--- src/hdl/gpio_port_defines.vh ---
// Constants for the packet commanded pin port: register map, packet codes,
// field positions, reset configurations and timing counts.
// Assumes a 250 MHz system clock and a 32-bit APB register bus.
// Operation
// - Index 0-4 two-way, 5-12 output only.
// - Set command 0x22 takes two or three bytes.
// - Level 0 low, 1-99 PWM, 100 high.
// - Config byte: mode bits, function bit, rest zero.
// - Modes 000, 001, 010, 011 drive as listed.
// - Modes 100, 101, 111 as listed; 110 unused.
// - Function bit 0 alternate, 1 user; outputs ignore.
// - Pins 2-4 default to power, reset, one-wire.
// - Two-way pins sampled at 32 Hz continuously.
// - Edge latches per pin, cleared by query answer.
// - Read command 0x23 carries one index byte.
// - Read answer: index, state, level, config bytes.
// - State byte: level, falling, rising; outputs zero.
// - Reported level is the real sampled pin.
// - Pulses between samples go unseen entirely.
// - Level byte returns stored duty, not measurement.
// - Config reserved bits zero; output pins function zero.
// - Pin configuration is part of boot state.
// - Answer type is command code with 0x40.
`ifndef GPIO_PORT_DEFINES_VH
`define GPIO_PORT_DEFINES_VH

`define REG_CMD          8'h00
`define REG_CMD_DATA     8'h04
`define REG_RSP          8'h08
`define REG_RSP_DATA     8'h0C
`define REG_BOOT         8'h10
`define REG_LEVELS       8'h14

`define CMD_SET_PIN      8'h22
`define CMD_READ_PIN     8'h23
`define RSP_ACK_FLAG     8'h40
`define RSP_ERR_FLAG     8'h80

`define CMD_TYPE_LSB     0
`define CMD_LEN_LSB      8
`define RSP_LEN_LSB      8
`define RSP_VALID_BIT    16
`define RSP_ERR_BIT      17
`define BOOT_STORE_BIT   0
`define BOOT_LOAD_BIT    1

`define PIN_COUNT        13
`define GPIO_COUNT       5
`define DUTY_HIGH        7'h64
`define CFG_VALID_MAX    8'h0F
`define FUNC_BIT         3

`define CFG_RST_PIN0     4'h2
`define CFG_RST_SENSE    4'h3
`define CFG_RST_PWR_CTL  4'h2
`define CFG_RST_RESET    4'h2
`define CFG_RST_ONE_WIRE 4'h7
`define CFG_RST_LED      4'h1

`define CLK_HZ           250000000
`define SAMPLE_HZ        32
`define PWM_HZ           100
`define PWM_STEPS        100
`define SAMPLE_DIV       23'h773594 // CLK_HZ / SAMPLE_HZ, sized for its parameter.
`define PWM_STEP_DIV     15'h61A8   // CLK_HZ / (PWM_HZ * PWM_STEPS), sized likewise.

`endif

--- src/hdl/packet_gpio_pwm_port.v ---
// Packet commanded port of five two-way pins and eight output-only LED pins.
// Software writes a command over APB, the port executes it on the write
// and leaves an answer packet in the answer registers.
// Assumes PIN_IN is asynchronous and ALT_LEVEL_IN comes from same-clock logic.
`timescale 1ns/1ps
`include "gpio_port_defines.vh"

module packet_gpio_pwm_port #(
    parameter [22:0] SAMPLE_DIV   = `SAMPLE_DIV,
    parameter [14:0] PWM_STEP_DIV = `PWM_STEP_DIV
) (
    // Clock and reset
    input  wire        CLOCK_IN,
    input  wire        RST_IN,
    // APB slave
    input  wire        PSEL_IN,
    input  wire        PENABLE_IN,
    input  wire        PWRITE_IN,
    input  wire [7:0]  PADDR_IN,
    input  wire [31:0] PWDATA_IN,
    output reg  [31:0] PRDATA_OUT,
    output wire        PREADY_OUT,
    output wire        PSLVERR_OUT,
    // Pins
    input  wire [4:0]  PIN_IN,
    output reg  [12:0] PIN_OUT,
    output reg  [12:0] PIN_OE_OUT,
    output reg  [12:0] PULL_UP_OUT,
    output reg  [12:0] PULL_DOWN_OUT,
    output reg  [12:0] SLOW_SLEW_OUT,
    // Default alternate functions
    input  wire [4:0]  ALT_LEVEL_IN,
    output wire [4:0]  PIN_LEVEL_OUT,
    output wire [4:0]  USER_FUNC_OUT
);

    // Returns {oe, out, pull_up, pull_down, slow} for a mode and a level.
    function [4:0] drive_decode;
        input [2:0] mode;
        input       level;
        begin
            case (mode)
                3'b000:  drive_decode = level ? 5'b11000 : 5'b00010;
                3'b001:  drive_decode = {1'b1, level, 3'b000};
                3'b010:  drive_decode = 5'b00000;
                3'b011:  drive_decode = level ? 5'b00100 : 5'b10000;
                3'b100:  drive_decode = level ? 5'b11001 : 5'b00000;
                3'b101:  drive_decode = {1'b1, level, 3'b001};
                3'b111:  drive_decode = level ? 5'b00000 : 5'b10001;
                default: drive_decode = 5'b00000;
            endcase
        end
    endfunction

    function [3:0] reset_cfg;
        input integer idx;
        begin
            case (idx)
                0:       reset_cfg = `CFG_RST_PIN0;
                1:       reset_cfg = `CFG_RST_SENSE;
                2:       reset_cfg = `CFG_RST_PWR_CTL;
                3:       reset_cfg = `CFG_RST_RESET;
                4:       reset_cfg = `CFG_RST_ONE_WIRE;
                default: reset_cfg = `CFG_RST_LED;
            endcase
        end
    endfunction

    wire        apb_write;
    wire        apb_setup;
    wire        addr_hit;
    wire        cmd_write;
    wire        boot_store;
    wire        boot_load;
    wire [7:0]  cmd_type;
    wire [1:0]  cmd_len;
    wire [7:0]  arg_index;
    wire [7:0]  arg_level;
    wire [7:0]  arg_cfg;
    wire        index_ok;
    wire        set_ok;
    wire        read_ok;
    wire        set_level_we;
    wire        set_cfg_we;
    wire [3:0]  sel;
    wire [38:0] state_flat;
    wire [90:0] duty_flat;
    wire [51:0] cfg_flat;
    wire [2:0]  sel_state;
    wire [6:0]  sel_duty;
    wire [3:0]  sel_cfg;
    wire [4:0]  sample_flat;

    reg  [23:0] cmd_data_reg;
    reg  [7:0]  rsp_type_reg;
    reg  [2:0]  rsp_len_reg;
    reg         rsp_valid_reg;
    reg         rsp_err_reg;
    reg  [31:0] rsp_data_reg;
    reg  [22:0] sample_cnt_reg;
    reg         sample_tick_reg;
    reg  [14:0] step_div_reg;
    reg  [6:0]  step_reg;
    reg  [31:0] rdata_next;

    // Zero wait states: every access completes in its first access cycle.
    assign PREADY_OUT  = 1'b1;
    assign apb_write   = PSEL_IN & PENABLE_IN & PWRITE_IN;
    assign apb_setup   = PSEL_IN & ~PENABLE_IN;
    assign addr_hit    = (PADDR_IN == `REG_CMD) | (PADDR_IN == `REG_CMD_DATA) |
                         (PADDR_IN == `REG_RSP) | (PADDR_IN == `REG_RSP_DATA) |
                         (PADDR_IN == `REG_BOOT) | (PADDR_IN == `REG_LEVELS);
    assign PSLVERR_OUT = PSEL_IN & PENABLE_IN & ~addr_hit;

    assign cmd_write  = apb_write & (PADDR_IN == `REG_CMD);
    assign boot_store = apb_write & (PADDR_IN == `REG_BOOT) & PWDATA_IN[`BOOT_STORE_BIT];
    assign boot_load  = apb_write & (PADDR_IN == `REG_BOOT) & PWDATA_IN[`BOOT_LOAD_BIT];
    assign cmd_type   = PWDATA_IN[`CMD_TYPE_LSB +: 8];
    assign cmd_len    = PWDATA_IN[`CMD_LEN_LSB +: 2];
    assign arg_index  = cmd_data_reg[7:0];
    assign arg_level  = cmd_data_reg[15:8];
    assign arg_cfg    = cmd_data_reg[23:16];

    assign index_ok = (arg_index < `PIN_COUNT);
    assign set_ok   = (cmd_type == `CMD_SET_PIN) & index_ok &
                      ((cmd_len == 2'd2) | (cmd_len == 2'd3)) &
                      (arg_level <= {1'b0, `DUTY_HIGH}) &
                      ((cmd_len == 2'd2) | (arg_cfg <= `CFG_VALID_MAX));
    assign read_ok  = (cmd_type == `CMD_READ_PIN) & (cmd_len == 2'd1) &
                      index_ok;
    assign set_level_we = cmd_write & set_ok;
    assign set_cfg_we   = set_level_we & (cmd_len == 2'd3);
    assign sel          = arg_index[3:0];

    // Command arguments are staged before the command word is written.
    always @(posedge CLOCK_IN or posedge RST_IN) begin
        if (RST_IN) begin
            cmd_data_reg <= 24'h000000;
        end else if (apb_write & (PADDR_IN == `REG_CMD_DATA)) begin
            cmd_data_reg <= PWDATA_IN[23:0];
        end
    end

    // Common time bases: the 32 Hz sampling tick and the PWM step counter.
    always @(posedge CLOCK_IN or posedge RST_IN) begin
        if (RST_IN) begin
            sample_cnt_reg  <= 23'h000000;
            sample_tick_reg <= 1'b0;
            step_div_reg    <= 15'h0000;
            step_reg        <= 7'h00;
        end else begin
            sample_tick_reg <= (sample_cnt_reg == SAMPLE_DIV - 23'd1);
            if (sample_cnt_reg == SAMPLE_DIV - 23'd1) begin
                sample_cnt_reg <= 23'h000000;
            end else begin
                sample_cnt_reg <= sample_cnt_reg + 23'd1;
            end
            if (step_div_reg == PWM_STEP_DIV - 15'd1) begin
                step_div_reg <= 15'h0000;
                if (step_reg == `DUTY_HIGH - 7'd1) begin
                    step_reg <= 7'h00;
                end else begin
                    step_reg <= step_reg + 7'd1;
                end
            end else begin
                step_div_reg <= step_div_reg + 15'd1;
            end
        end
    end

    genvar i;
    generate
        for (i = 0; i < `PIN_COUNT; i = i + 1) begin : pin
            reg  [6:0] duty_reg;
            reg  [3:0] cfg_reg;
            reg  [6:0] boot_duty_reg;
            reg  [3:0] boot_cfg_reg;
            wire [2:0] pin_state;
            wire       pwm_level;
            wire       drive_level;
            wire [4:0] drive;
            wire       hit;

            assign hit       = (sel == i);
            // Duty 0 never matches and duty 100 always matches the step count.
            assign pwm_level = (step_reg < duty_reg);

            always @(posedge CLOCK_IN or posedge RST_IN) begin
                if (RST_IN) begin
                    duty_reg      <= 7'h00;
                    cfg_reg       <= reset_cfg(i);
                    boot_duty_reg <= 7'h00;
                    boot_cfg_reg  <= reset_cfg(i);
                end else begin
                    if (boot_load) begin
                        duty_reg <= boot_duty_reg;
                        cfg_reg  <= boot_cfg_reg;
                    end else begin
                        if (set_level_we & hit) begin
                            duty_reg <= arg_level[6:0];
                        end
                        if (set_cfg_we & hit) begin
                            // Output-only pins keep their function bit at zero.
                            cfg_reg <= {arg_cfg[`FUNC_BIT] & (i < `GPIO_COUNT),
                                        arg_cfg[2:0]};
                        end
                    end
                    if (boot_store) begin
                        boot_duty_reg <= duty_reg;
                        boot_cfg_reg  <= cfg_reg;
                    end
                end
            end

            if (i < `GPIO_COUNT) begin : io
                reg sync1_reg;
                reg sync2_reg;
                reg sync3_reg;
                reg stable_reg;
                reg sample_reg;
                reg rise_reg;
                reg fall_reg;
                wire clear;
                wire rise_event;
                wire fall_event;

                assign clear      = cmd_write & read_ok & hit;
                assign rise_event = sample_tick_reg & ~sample_reg & stable_reg;
                assign fall_event = sample_tick_reg & sample_reg & ~stable_reg;

                // A change is taken only once the second and third stage agree.
                always @(posedge CLOCK_IN or posedge RST_IN) begin
                    if (RST_IN) begin
                        sync1_reg  <= 1'b0;
                        sync2_reg  <= 1'b0;
                        sync3_reg  <= 1'b0;
                        stable_reg <= 1'b0;
                        sample_reg <= 1'b0;
                        rise_reg   <= 1'b0;
                        fall_reg   <= 1'b0;
                    end else begin
                        sync1_reg <= PIN_IN[i];
                        sync2_reg <= sync1_reg;
                        sync3_reg <= sync2_reg;
                        if (sync2_reg == sync3_reg) begin
                            stable_reg <= sync3_reg;
                        end
                        // Only the level at each tick is seen, so short pulses vanish.
                        if (sample_tick_reg) begin
                            sample_reg <= stable_reg;
                        end
                        // A new edge in the clearing cycle survives the clear.
                        rise_reg <= (rise_reg & ~clear) | rise_event;
                        fall_reg <= (fall_reg & ~clear) | fall_event;
                    end
                end

                assign pin_state        = {rise_reg, fall_reg, sample_reg};
                assign sample_flat[i]   = sample_reg;
                // Function bit 0 hands the pin's level to the default function.
                assign drive_level      = cfg_reg[`FUNC_BIT] ? pwm_level
                                                             : ALT_LEVEL_IN[i];
                assign USER_FUNC_OUT[i] = cfg_reg[`FUNC_BIT];
            end else begin : out_only
                assign pin_state   = 3'b000;
                assign drive_level = pwm_level;
            end

            assign drive = drive_decode(cfg_reg[2:0], drive_level);

            always @(posedge CLOCK_IN or posedge RST_IN) begin
                if (RST_IN) begin
                    PIN_OE_OUT[i]    <= 1'b0;
                    PIN_OUT[i]       <= 1'b0;
                    PULL_UP_OUT[i]   <= 1'b0;
                    PULL_DOWN_OUT[i] <= 1'b0;
                    SLOW_SLEW_OUT[i] <= 1'b0;
                end else begin
                    PIN_OE_OUT[i]    <= drive[4];
                    PIN_OUT[i]       <= drive[3];
                    PULL_UP_OUT[i]   <= drive[2];
                    PULL_DOWN_OUT[i] <= drive[1];
                    SLOW_SLEW_OUT[i] <= drive[0];
                end
            end

            assign state_flat[i*3 +: 3] = pin_state;
            assign duty_flat[i*7 +: 7]  = duty_reg;
            assign cfg_flat[i*4 +: 4]   = cfg_reg;
        end
    endgenerate

    assign PIN_LEVEL_OUT = sample_flat;
    assign sel_state     = index_ok ? state_flat[sel*3 +: 3] : 3'b000;
    assign sel_duty      = index_ok ? duty_flat[sel*7 +: 7] : 7'h00;
    assign sel_cfg       = index_ok ? cfg_flat[sel*4 +: 4] : 4'h0;

    // Every command word gets an answer; a refused one carries the error mark.
    always @(posedge CLOCK_IN or posedge RST_IN) begin
        if (RST_IN) begin
            rsp_type_reg  <= 8'h00;
            rsp_len_reg   <= 3'h0;
            rsp_valid_reg <= 1'b0;
            rsp_err_reg   <= 1'b0;
            rsp_data_reg  <= 32'h00000000;
        end else if (cmd_write) begin
            rsp_valid_reg <= 1'b1;
            if (set_ok) begin
                rsp_type_reg <= cmd_type | `RSP_ACK_FLAG;
                rsp_len_reg  <= 3'h0;
                rsp_err_reg  <= 1'b0;
                rsp_data_reg <= 32'h00000000;
            end else if (read_ok) begin
                rsp_type_reg <= cmd_type | `RSP_ACK_FLAG;
                rsp_len_reg  <= 3'h4;
                rsp_err_reg  <= 1'b0;
                rsp_data_reg <= {4'h0, sel_cfg,
                                 1'b0, sel_duty,
                                 5'h00, sel_state,
                                 arg_index};
            end else begin
                rsp_type_reg <= cmd_type | `RSP_ERR_FLAG;
                rsp_len_reg  <= 3'h0;
                rsp_err_reg  <= 1'b1;
                rsp_data_reg <= 32'h00000000;
            end
        end
    end

    always @* begin
        case (PADDR_IN)
            `REG_CMD_DATA: rdata_next = {8'h00, cmd_data_reg};
            `REG_RSP:      rdata_next = {14'h0000, rsp_err_reg, rsp_valid_reg,
                                         5'h00, rsp_len_reg, rsp_type_reg};
            `REG_RSP_DATA: rdata_next = rsp_data_reg;
            `REG_LEVELS:   rdata_next = {27'h0000000, sample_flat};
            default:       rdata_next = 32'h00000000;
        endcase
    end

    // Read data is captured in the setup cycle so it stands in a flop for the access.
    always @(posedge CLOCK_IN or posedge RST_IN) begin
        if (RST_IN) begin
            PRDATA_OUT <= 32'h00000000;
        end else if (apb_setup) begin
            PRDATA_OUT <= PWRITE_IN ? 32'h00000000 : rdata_next;
        end
    end

endmodule // packet_gpio_pwm_port

--- config.mk ---
export PLATFORM = sky130hd
export DESIGN_NAME = packet_gpio_pwm_port
export DESIGN_NICKNAME = d
export VERILOG_FILES = /design/src/hdl/packet_gpio_pwm_port.v
export VERILOG_INCLUDE_DIRS = /design/src /design/src/hdl
export SDC_FILE = /design/constraint.sdc
export NUM_CORES = 1
export LEC_CHECK = 0
export ABC_AREA = 1
export BUFFER_PORTS_ARGS = -buffer_cell sky130_fd_sc_hd__buf_2
export CAP_MARGIN = 15
export CORE_UTILIZATION = 63
export CTS_BUF_LIST = sky130_fd_sc_hd__clkbuf_2
export CTS_CLUSTER_SIZE = 20
export DETAILED_ROUTE_END_ITERATION = 16
export PLACE_DENSITY = 0.81
export SLEW_MARGIN = 20
export SYNTH_ARGS = -nofsm -noshare
export SYNTH_HDL_FRONTEND = slang
export SYNTH_SLANG_ARGS = --single-unit
--- constraint.sdc ---
create_clock -name CLOCK_IN -period 24.4 [get_ports CLOCK_IN]
set_clock_uncertainty 0.15 [all_clocks]
set_input_delay 4.88 -clock CLOCK_IN [delete_from_list [all_inputs] [get_ports CLOCK_IN]]
set_output_delay 4.88 -clock CLOCK_IN [all_outputs]
set_load 0.05 [all_outputs]
== Yosys cells after proc, flatten, opt, wreduce, memory -nomap -nowiden ==
Index checks and enable logic that the tools add are counted.

* Flip-flop bits (word level): 533
* Input port bits: 55
* Output and inout port bits: 109
* Logic and storage cells: 574

* Add/subtract/negate cells: 3
* Multiply operators: 2
* Magnitude comparators: 16
* Equal/unequal tests: 95
* Shift-type cells: 3
* Multiplexer cells: 138
* Bitwise gates (word level): 113
* Reductions and logical operators: 41

{| class="wikitable"
|+ Operators by type and width
! cell !! count
|-
| 5-bit one-hot mux with 6 select lines || 13
|-
| 5-bit two-way mux || 52
|-
| 7-bit two-way mux || 28
|-
| 32-bit one-hot mux with 4 select lines || 1
|-
| 3-bit equality test, second input constant || 39
|-
| 4-bit two-way mux || 27
|-
| 7-bit less-than comparator || 13
|-
| 91-bit by 8-bit indexed part select with 7-bit output || 1
|-
| 1-bit AND || 79
|-
| 28-bit two-way mux || 2
|-
| 2-bit nonzero test || 26
|-
| 52-bit by 7-bit indexed part select with 4-bit output || 1
|-
| 3-bit by 1-bit equality test with 1-bit output, second input constant || 13
|-
| 3-bit by 2-bit equality test with 1-bit output, second input constant || 13
|-
| 3-bit zero test || 13
|-
| 39-bit by 7-bit indexed part select with 3-bit output || 1
|-
| 32-bit two-way mux || 1
|-
| 23-bit by 1-bit adder with 23-bit output, second input constant || 1
|-
| 23-bit equality test, second input constant || 1
|-
| 23-bit two-way mux || 1
|-
| 4-bit equality test, second input constant || 5
|-
| 1-bit inverter || 17
|-
| 1-bit bitwise OR || 17
|-
| 4-bit by 3-bit equality test with 1-bit output, second input constant || 4
|-
| 24 further kinds || 42
|}

== Depth between registers and ports, before layout ==
Gate-level depths: netlist (run 1).

* Depth after elaboration: 10
* Depth in mapped cells: 11
* Depth with buffers taken out: 10

== Worst setup path before layout (run 1) ==
Ideal clock, no wire load.

* Path kind: input port to output port
* Start: input PADDR_IN[3]
* End: output PSLVERR_OUT
* Data arrival time: 6.868 ns
* Setup slack: 12.502 ns
* Stages on the path: 6
* Path through: inv_1 -> nand3_1 -> or2_2 -> clkbuf_1 -> nand4_1 -> nor4_1

* Longest elaborated chain between the ends: 8
* Elaborated cells on any way between the ends: 13

{| class="wikitable"
|+ Ends and longest elaborated chain
! item !! line !! text
|-
| start, declared || packet_gpio_pwm_port.v:19 || <nowiki>input wire [7:0] PADDR_IN,</nowiki>
|-
| 8-bit by 3-bit equality test with 1-bit output / 8-bit zero test (equally long branches) || n/a ||
|-
| 1-bit bitwise OR (4 in series) || packet_gpio_pwm_port.v:110 || <nowiki>assign addr_hit = (PADDR_IN == `REG_CMD) | (PADDR_IN == `REG_CMD_DATA) |</nowiki>
|-
| 1-bit bitwise OR * || packet_gpio_pwm_port.v:110 ||
|-
| 1-bit inverter * || packet_gpio_pwm_port.v:113 || <nowiki>assign PSLVERR_OUT = PSEL_IN & PENABLE_IN & ~addr_hit;</nowiki>
|-
| 1-bit AND * || packet_gpio_pwm_port.v:113 ||
|-
| end, declared || packet_gpio_pwm_port.v:23 || <nowiki>output wire PSLVERR_OUT,</nowiki>
|}

Every way passes the cells marked *; elsewhere a longest branch is shown, timed or not.

== Final worst setup path (run 1) ==
* Start: input PADDR_IN[1]
* End: output PSLVERR_OUT

The elaborated chain is that of the path after synthesis.

==> metrics.yaml, run 1 <==
pwr:
  peakVddDrop_mv: 0.0444
  power_density_mw_per_mm2: 55.3
  leakage_uw: 0.0139
drt:
  postRouteAntennaNets: 0
  num_vias: 22300
  drtPass1Iterations: 6
  wl_per_cell_um: 17.8
  drc: 0
  drtIter0Drc: 2061
  routed_wl_um: 66600
  vias_per_cell: 5.96
finish:
  nFillCells: 3072
  multi_input_area_sq_mm: 0.0103
  drive_above_1_share_pct: 15.2
  fin_nets: 3258
  regArea_sq_mm: 0.0130
  areaGrowthSynthToFinish_pct: 8.00
die:
  dieArea_sq_mm: 0.0407
  rows: 72
  die_h_um: 202
  ioPinCount: 164
  initial_core_util_pct: 64.5
  core_sq_mm: 0.0390
  die_w_um: 202
worst_setup_path:
  end_kind: "primary output"
  crit_start: "PADDR_IN[1]"
  critPathLaunchType: "primary input"
  cp.required_ns: 19.37
  crit_path_top_delay_cell: "nor2_2"
  worstPathArrival_ns: 6.75
  crit_fanout: 17
  r2r_start: "cmd_data_reg[0]$_DFFE_PP0P_"
  r2r_slack_ns: 21.24
  cpPeakStageDelay_ns: 0.62
  crit_chain: "buf_2 -> nor2_2 -> nand3_1 -> nor2_2 -> inv_1 -> nand4_1 -> nor4_1 -> buf_2"
  path_class: "in -> out"
sta:
  tightest_slew_ns: 1.14
  max_freq_mhz: 84.9
  hold_violations: 0
  maxSlewViolCount: 0
  slew_headroom_pct: 23.9
  setup_viol: 0
  fin_tns_setup_ns: 0
  timing.hold.ws_ns: 0.192
  final.period_utilization_pct: 48.3
  grt_setup_unrepaired: "no"
  period_needed_ns: 11.78
clock_tree:
  ctsResizeCount: 0
  cts.sinks: 517
  cts_tree: "done"
  clk_path_buf_depth: 3
  cts_setup_buffers: 0
  clkLatencyLatePin_ns: 1.08
  postCtsHoldBufs: 0
  cts_root_buf: "clkbuf_2"
  cts.clk_slew.worst_paths_ns: 0.09
  numCtsBuffers: 131
  htree_levels: 4
job:
  max-cap-violations: 0
yosys:
  synth_edf_count: 0
  ys_ff_latch: 517
  ys.flop_type: "dfrtp_1"
  synth_warnings: 0
  syn-cell-area_sq_mm: 0.0252
  async_reset_ff_share_pct: 100
  syn_inst: 2960
  yosysSeqAreaShare_pct: 51.6
  syn_avg_cell_area_sq_um: 8.50
  yosysUniqueCellTypes: 49
grt:
  grt_pass1_vias: 21300
  gr-usage-all-layers_pct: 33.2
  grt_pass1_wl_um: 108000
  grt_max_degree: 134
  grt_overflow_total: 0
  antenna_found_initial: 1
worst_hold_path:
  hp-class: "reg -> reg"
  holdCritStartpoint: "pin[1].io.sync1_reg$_DFF_PP0_"
placed_design:
  gp_congestion: 0.948
  portBuffers: 150
  dp_hpwl_um: 43800
outcome:
  status: "finished, final reports clean"
cells in the mapped netlist, types with 6 or more instances:
| cell type | instances | area (sq um) |
|---|---|---|
| a211oi_1 | 7 | 52.6 |
| a21oi_1 | 50 | 250 |
| a32o_1 | 6 | 60.1 |
| buf_2 | 50 | 250 |
| buf_4 | 29 | 218 |
| clkbuf_1 | 55 | 206 |
| dfrtp_1 | 485 | 12100 |
| dfstp_2 | 32 | 841 |
| ha_1 | 81 | 1010 |
| inv_1 | 299 | 1120 |
| inv_2 | 6 | 22.5 |
| mux2_2 | 12 | 135 |
| nand2_1 | 774 | 2910 |
| nand2_2 | 27 | 169 |
| nand3_1 | 399 | 2000 |
| nand4_1 | 44 | 275 |
| nand4_4 | 10 | 213 |
| nor2_1 | 113 | 424 |
| nor2_2 | 10 | 62.6 |
| nor3_1 | 37 | 185 |
| nor4_1 | 17 | 106 |
| o211ai_1 | 6 | 45.0 |
| o21ai_0 | 248 | 1240 |
| o22ai_1 | 81 | 507 |
| xor2_1 | 23 | 201 |
per-layer routing:
layer	vias to the layer above	share of wire (%)	global-route usage, %
met2	1287	46	51.3
met4	0	4.3	16.2
li1	10200	-	-
met5	-	0	0
met1	10600	39	44.3
met3	231	10	7.76
area by class of cell:
| cell class | instances | area share [%] |
|---|---|---|
| Antenna cell | 1 | 0.00921 |
| Clock buffer | 193 | 3.56 |
| Clock inverter | 34 | 0.783 |
| Inverter | 308 | 4.32 |
| Multi-Input combinational cell | 1998 | 38.0 |
| Sequential cell | 517 | 47.8 |
| Tap cell | 518 | 2.39 |
| Timing Repair Buffer | 166 | 3.22 |
worst max-delay path: cells and delay by family:
kind / cells / cell delay, ns
buffers and inverters: 3 / 0.65
and+or+nand+nor: 5 / 1.20
cells in the final DEF, fill, tap and decap left out, drive strengths merged, types with 6 or more instances in the layout:
cell type / synthesis / layout
nor3: 38 / 38
clkinv: 3 / 26
nand2: 803 / 803
dfrtp: 485 / 485
a32o: 6 / 6
o22ai: 81 / 81
a21oi: 50 / 50
a211oi: 7 / 7
nor4: 17 / 17
clkbuf: 55 / 193
nand4: 57 / 57
inv: 305 / 312
ha: 81 / 81
mux2: 12 / 12
xor2: 23 / 23
o21ai: 252 / 252
nor2: 128 / 128
o211ai: 6 / 6
buf: 85 / 166
nand3: 400 / 400
dfstp: 32 / 32
report_power, final:
part	switching (uW)	total (uW)	internal, uW
Combinational	38.8	47.2	8.39
Sequential	2.44	864	861
Clock	349	590	242
worst paths after layout:
kind,depth (start not counted),endpoint
min reg2reg,0,pin[1].io.sync2_reg$_DFF_PP0_
max reg2reg,10,pin[9].duty_reg[6]$_DFFE_PP0P_
max in group asynchronous,5,pin[12].boot_duty_reg[3]$_DFFE_PP0P_
min in group asynchronous,2,PIN_OUT[8]$_DFF_PP0_
max,8,PSLVERR_OUT
min,0,pin[1].io.sync2_reg$_DFF_PP0_
cell families after synthesis:
kind of cell,count (synthesis),synth area share (%)
simple gates,1451,26.0
flops,517,51.6
buf+inv,448,7.54
compound gates,420,9.24
fa+ha+maj,86,4.23
xor+xnor,24,0.836
mux,12,0.537
other cells,2,0.0299
stage by stage:
step / utilization, % / setup WS [ns] / instances / power [uW] / instance area (sq um)
2_1_floorplan: - / 4.98 / 2963 / 913 / 25200
3_3_place_gp: 66.6 / 12.73 / 3507 / 927 / 26000
3_5_place_dp: 66.6 / 12.67 / 3507 / 928 / 26000
4_1_cts: 69.6 / 12.65 / 3734 / 1510 / 27200
5_1_grt: 69.6 / 12.50 / 3735 / 1560 / 27200
6_report: 69.6 / 12.62 / 3735 / 1500 / 27200
(Power assumes the default switching activity.)
==> run 2, diff against run 1 <==
CORE_UTILIZATION = 57   (was 63)
PLACE_DENSITY = 0.78   (was 0.81)
clock period = 10.03 ns   (was 24.4 ns; I/O delays follow)
==> run 2 against run 1 <==
Against the previous run: count of clock-buffer cells in the layout decreased by 1; combinational power is 150% higher; design area increased by 0.62%; critical endpoint unchanged; cell count increased by 1.6%; routed wire length rose by 2.2%; sequential power is 140% higher.
==> metrics.yaml, run 2 (synthesis gave the netlist of run 1 again) <==
outcome:
  status: "finished, final reports clean"
drt:
  num_vias: 21900  # -1.5%
  drc: 0  # unchanged
  routed_wl_um: 68100  # +2.2%
  vias_per_cell: 5.78  # -3.1%
  postRouteAntennaNets: 0  # unchanged
  drtPass1Iterations: 6  # unchanged
  drtIter0Drc: 2399  # +16%
  wl_per_cell_um: 17.9  # +0.57%
clock_tree:
  numCtsBuffers: 132  # +0.76%
  clkLatencyLatePin_ns: 1.31  # +0.23 ns
  ctsResizeCount: 0  # unchanged
  cts_root_buf: "clkbuf_2"
  clk_path_buf_depth: 3  # unchanged
  cts_setup_buffers: 0  # unchanged
  postCtsHoldBufs: 0  # unchanged
  cts_tree: "done"
  cts.clk_slew.worst_paths_ns: 0.08  # about the same
  cts.sinks: 517  # unchanged
  htree_levels: 4  # unchanged
sta:
  setup_ws_ns: 4.14  # -8.48 ns
  tightest_slew_ns: 1.13  # -0.0124 ns
  hold_violations: 0  # unchanged
  slew_headroom_pct: 24.8  # +0.83 points
  period_needed_ns: 5.89
  maxSlewViolCount: 0  # unchanged
  max_freq_mhz: 170
  fin_tns_setup_ns: 0  # unchanged
  setup_viol: 0  # unchanged
  final.period_utilization_pct: 58.7
  grt_setup_unrepaired: "no"
finish:
  final_common_cell: "nand2_1"
  finalInstanceArea_sq_mm: 0.0273  # +0.62%
  final_cell_mix: "774 x nand2_1, 485 x dfrtp_1, 398 x nand3_1"
  fin_util_pct: 63.2  # -6.5 points
  regArea_sq_mm: 0.0130  # unchanged
  drive_above_1_share_pct: 15.2  # -0.020 points
  final_cells: 3795  # +1.6%
  areaGrowthSynthToFinish_pct: 8.67
  multi_input_area_sq_mm: 0.0103  # unchanged
  fin_nets: 3259  # +0.031%
  nFillCells: 3628  # +18%
job:
  max-cap-violations: 0  # unchanged
placed_design:
  gp_congestion: 0.931  # -1.8%
  portBuffers: 150  # unchanged
  post-place-cells: 3573  # +1.9%
  dp_slack_ns: 4.16  # -8.51 ns
  dpl_cell_area_sq_mm: 0.0261  # +0.38%
  dp_hpwl_um: 43600  # -0.49%
die:
  dieArea_sq_mm: 0.0450  # +10%
  die_w_um: 212  # +5.1%
  initial_core_util_pct: 58.1  # -6.3 points
  rows: 76  # +5.6%
  die_h_um: 212  # +5.1%
  core_sq_mm: 0.0433  # +11%
  ioPinCount: 164  # unchanged
grt:
  grt_pass1_vias: 21200  # -0.74%
  gr-usage-all-layers_pct: 31.0  # -2.2 points
  grt_overflow_total: 0  # unchanged
  antenna_found_initial: 2  # +1
  grt_max_degree: 188  # +40%
  grt_pass1_wl_um: 109000  # +0.62%
worst_setup_path:
  worstPathArrival_ns: 3.73  # -3.02 ns
  crit_fanout: 17  # unchanged
  crit_chain: "buf_2 -> nor2_2 -> nand3_1 -> nor2_2 -> inv_1 -> nand4_1 -> nor4_1 -> buf_2"
  critPathLaunchType: "primary input"
  r2r_start: "cmd_data_reg[12]$_DFFE_PP0P_"
  end_kind: "primary output"
  reg2reg_depth: 10  # unchanged
  path_class: "in -> out"
  r2r_end: "pin[7].duty_reg[6]$_DFFE_PP0P_"
  crit_path_top_delay_cell: "nor2_2"
  cpPeakStageDelay_ns: 0.54  # -0.08 ns
  cp.required_ns: 7.87  # -11.50 ns
  r2r_slack_ns: 6.85  # -14.39 ns
worst_hold_path:
  hp-class: "reg -> reg"
  min_to: "pin[2].io.sync2_reg$_DFF_PP0_"
  holdCritStartpoint: "pin[2].io.sync1_reg$_DFF_PP0_"
  min_path_cells: 0  # unchanged
pwr:
  peakVddDrop_mv: 0.0947  # +110%
  power_density_mw_per_mm2: 137  # +150%
  leakage_uw: 0.0140  # +0.18%
run 2: cell types whose count changed in the layout (fill, tap and decap cells not counted):
cell,change
buf_12,+2
buf_16,+1
buf_4,-3
bufinv_16,+3
clkbuf_2,-1
clkinv_1,-7
clkinv_2,-1
diode_2,+2
inv_2,-2
inv_8,-1
run 2: power by group:
part / internal [uW] / switching [uW] / leakage (uW)
combinational: 22.3 / 95.2 / 0.00619
clock: 658 / 869 / 0.000929
sequential: 2100 / 5.88 / 0.00683
total: 2780 / 970 / 0.0140
run 2: worst max path at each step:
stage / cells past startpoint / from / endpoint / slack, ns
after floorplan: 1 / RST_IN / PIN_OE_OUT[0]$_DFF_PP0_ / 0.88
after global placement: 8 / PADDR_IN[1] / PSLVERR_OUT / 4.17
after detailed placement: 8 / PADDR_IN[1] / PSLVERR_OUT / 4.16
after CTS: 8 / PADDR_IN[1] / PSLVERR_OUT / 4.15
after global routing: 8 / PADDR_IN[1] / PSLVERR_OUT / 3.98
final: 8 / PADDR_IN[1] / PSLVERR_OUT / 4.14
run 2: area by class of cell:
cell class,instances,share of cell area (%)
sequential,517,47.5
multi-input combinational,1998,37.7
inverter,308,4.28
clock buffer,192,3.52
timing repair buffer,166,3.36
tap,585,2.68
clock inverter,26,0.938
antenna,3,0.0275
run 2: routing by layer:
layer / part of all wire [%] / track usage, % / vias up
met2: 47 / 47.8 / 996
met3: 9.0 / 7.58 / 182
li1: - / - / 10200
met1: 41 / 41.2 / 10600
met5: 0 / 0 / -
met4: 3.9 / 14.6 / 0
run 2: worst max-delay path: cells and delay by family:
family	cells	cell delay (ns)
and+or+nand+nor	5	1.09
buffers and inverters	3	0.62
run 2: through the flow:
stage / power, uW / hold slack, ns
global placement: 2260 / 0.182
detailed placement: 2260 / 0.186
floorplan: 2220 / 0.181
global route: 3890 / 0.212
finish: 3750 / 0.197
CTS: 3770 / 0.201
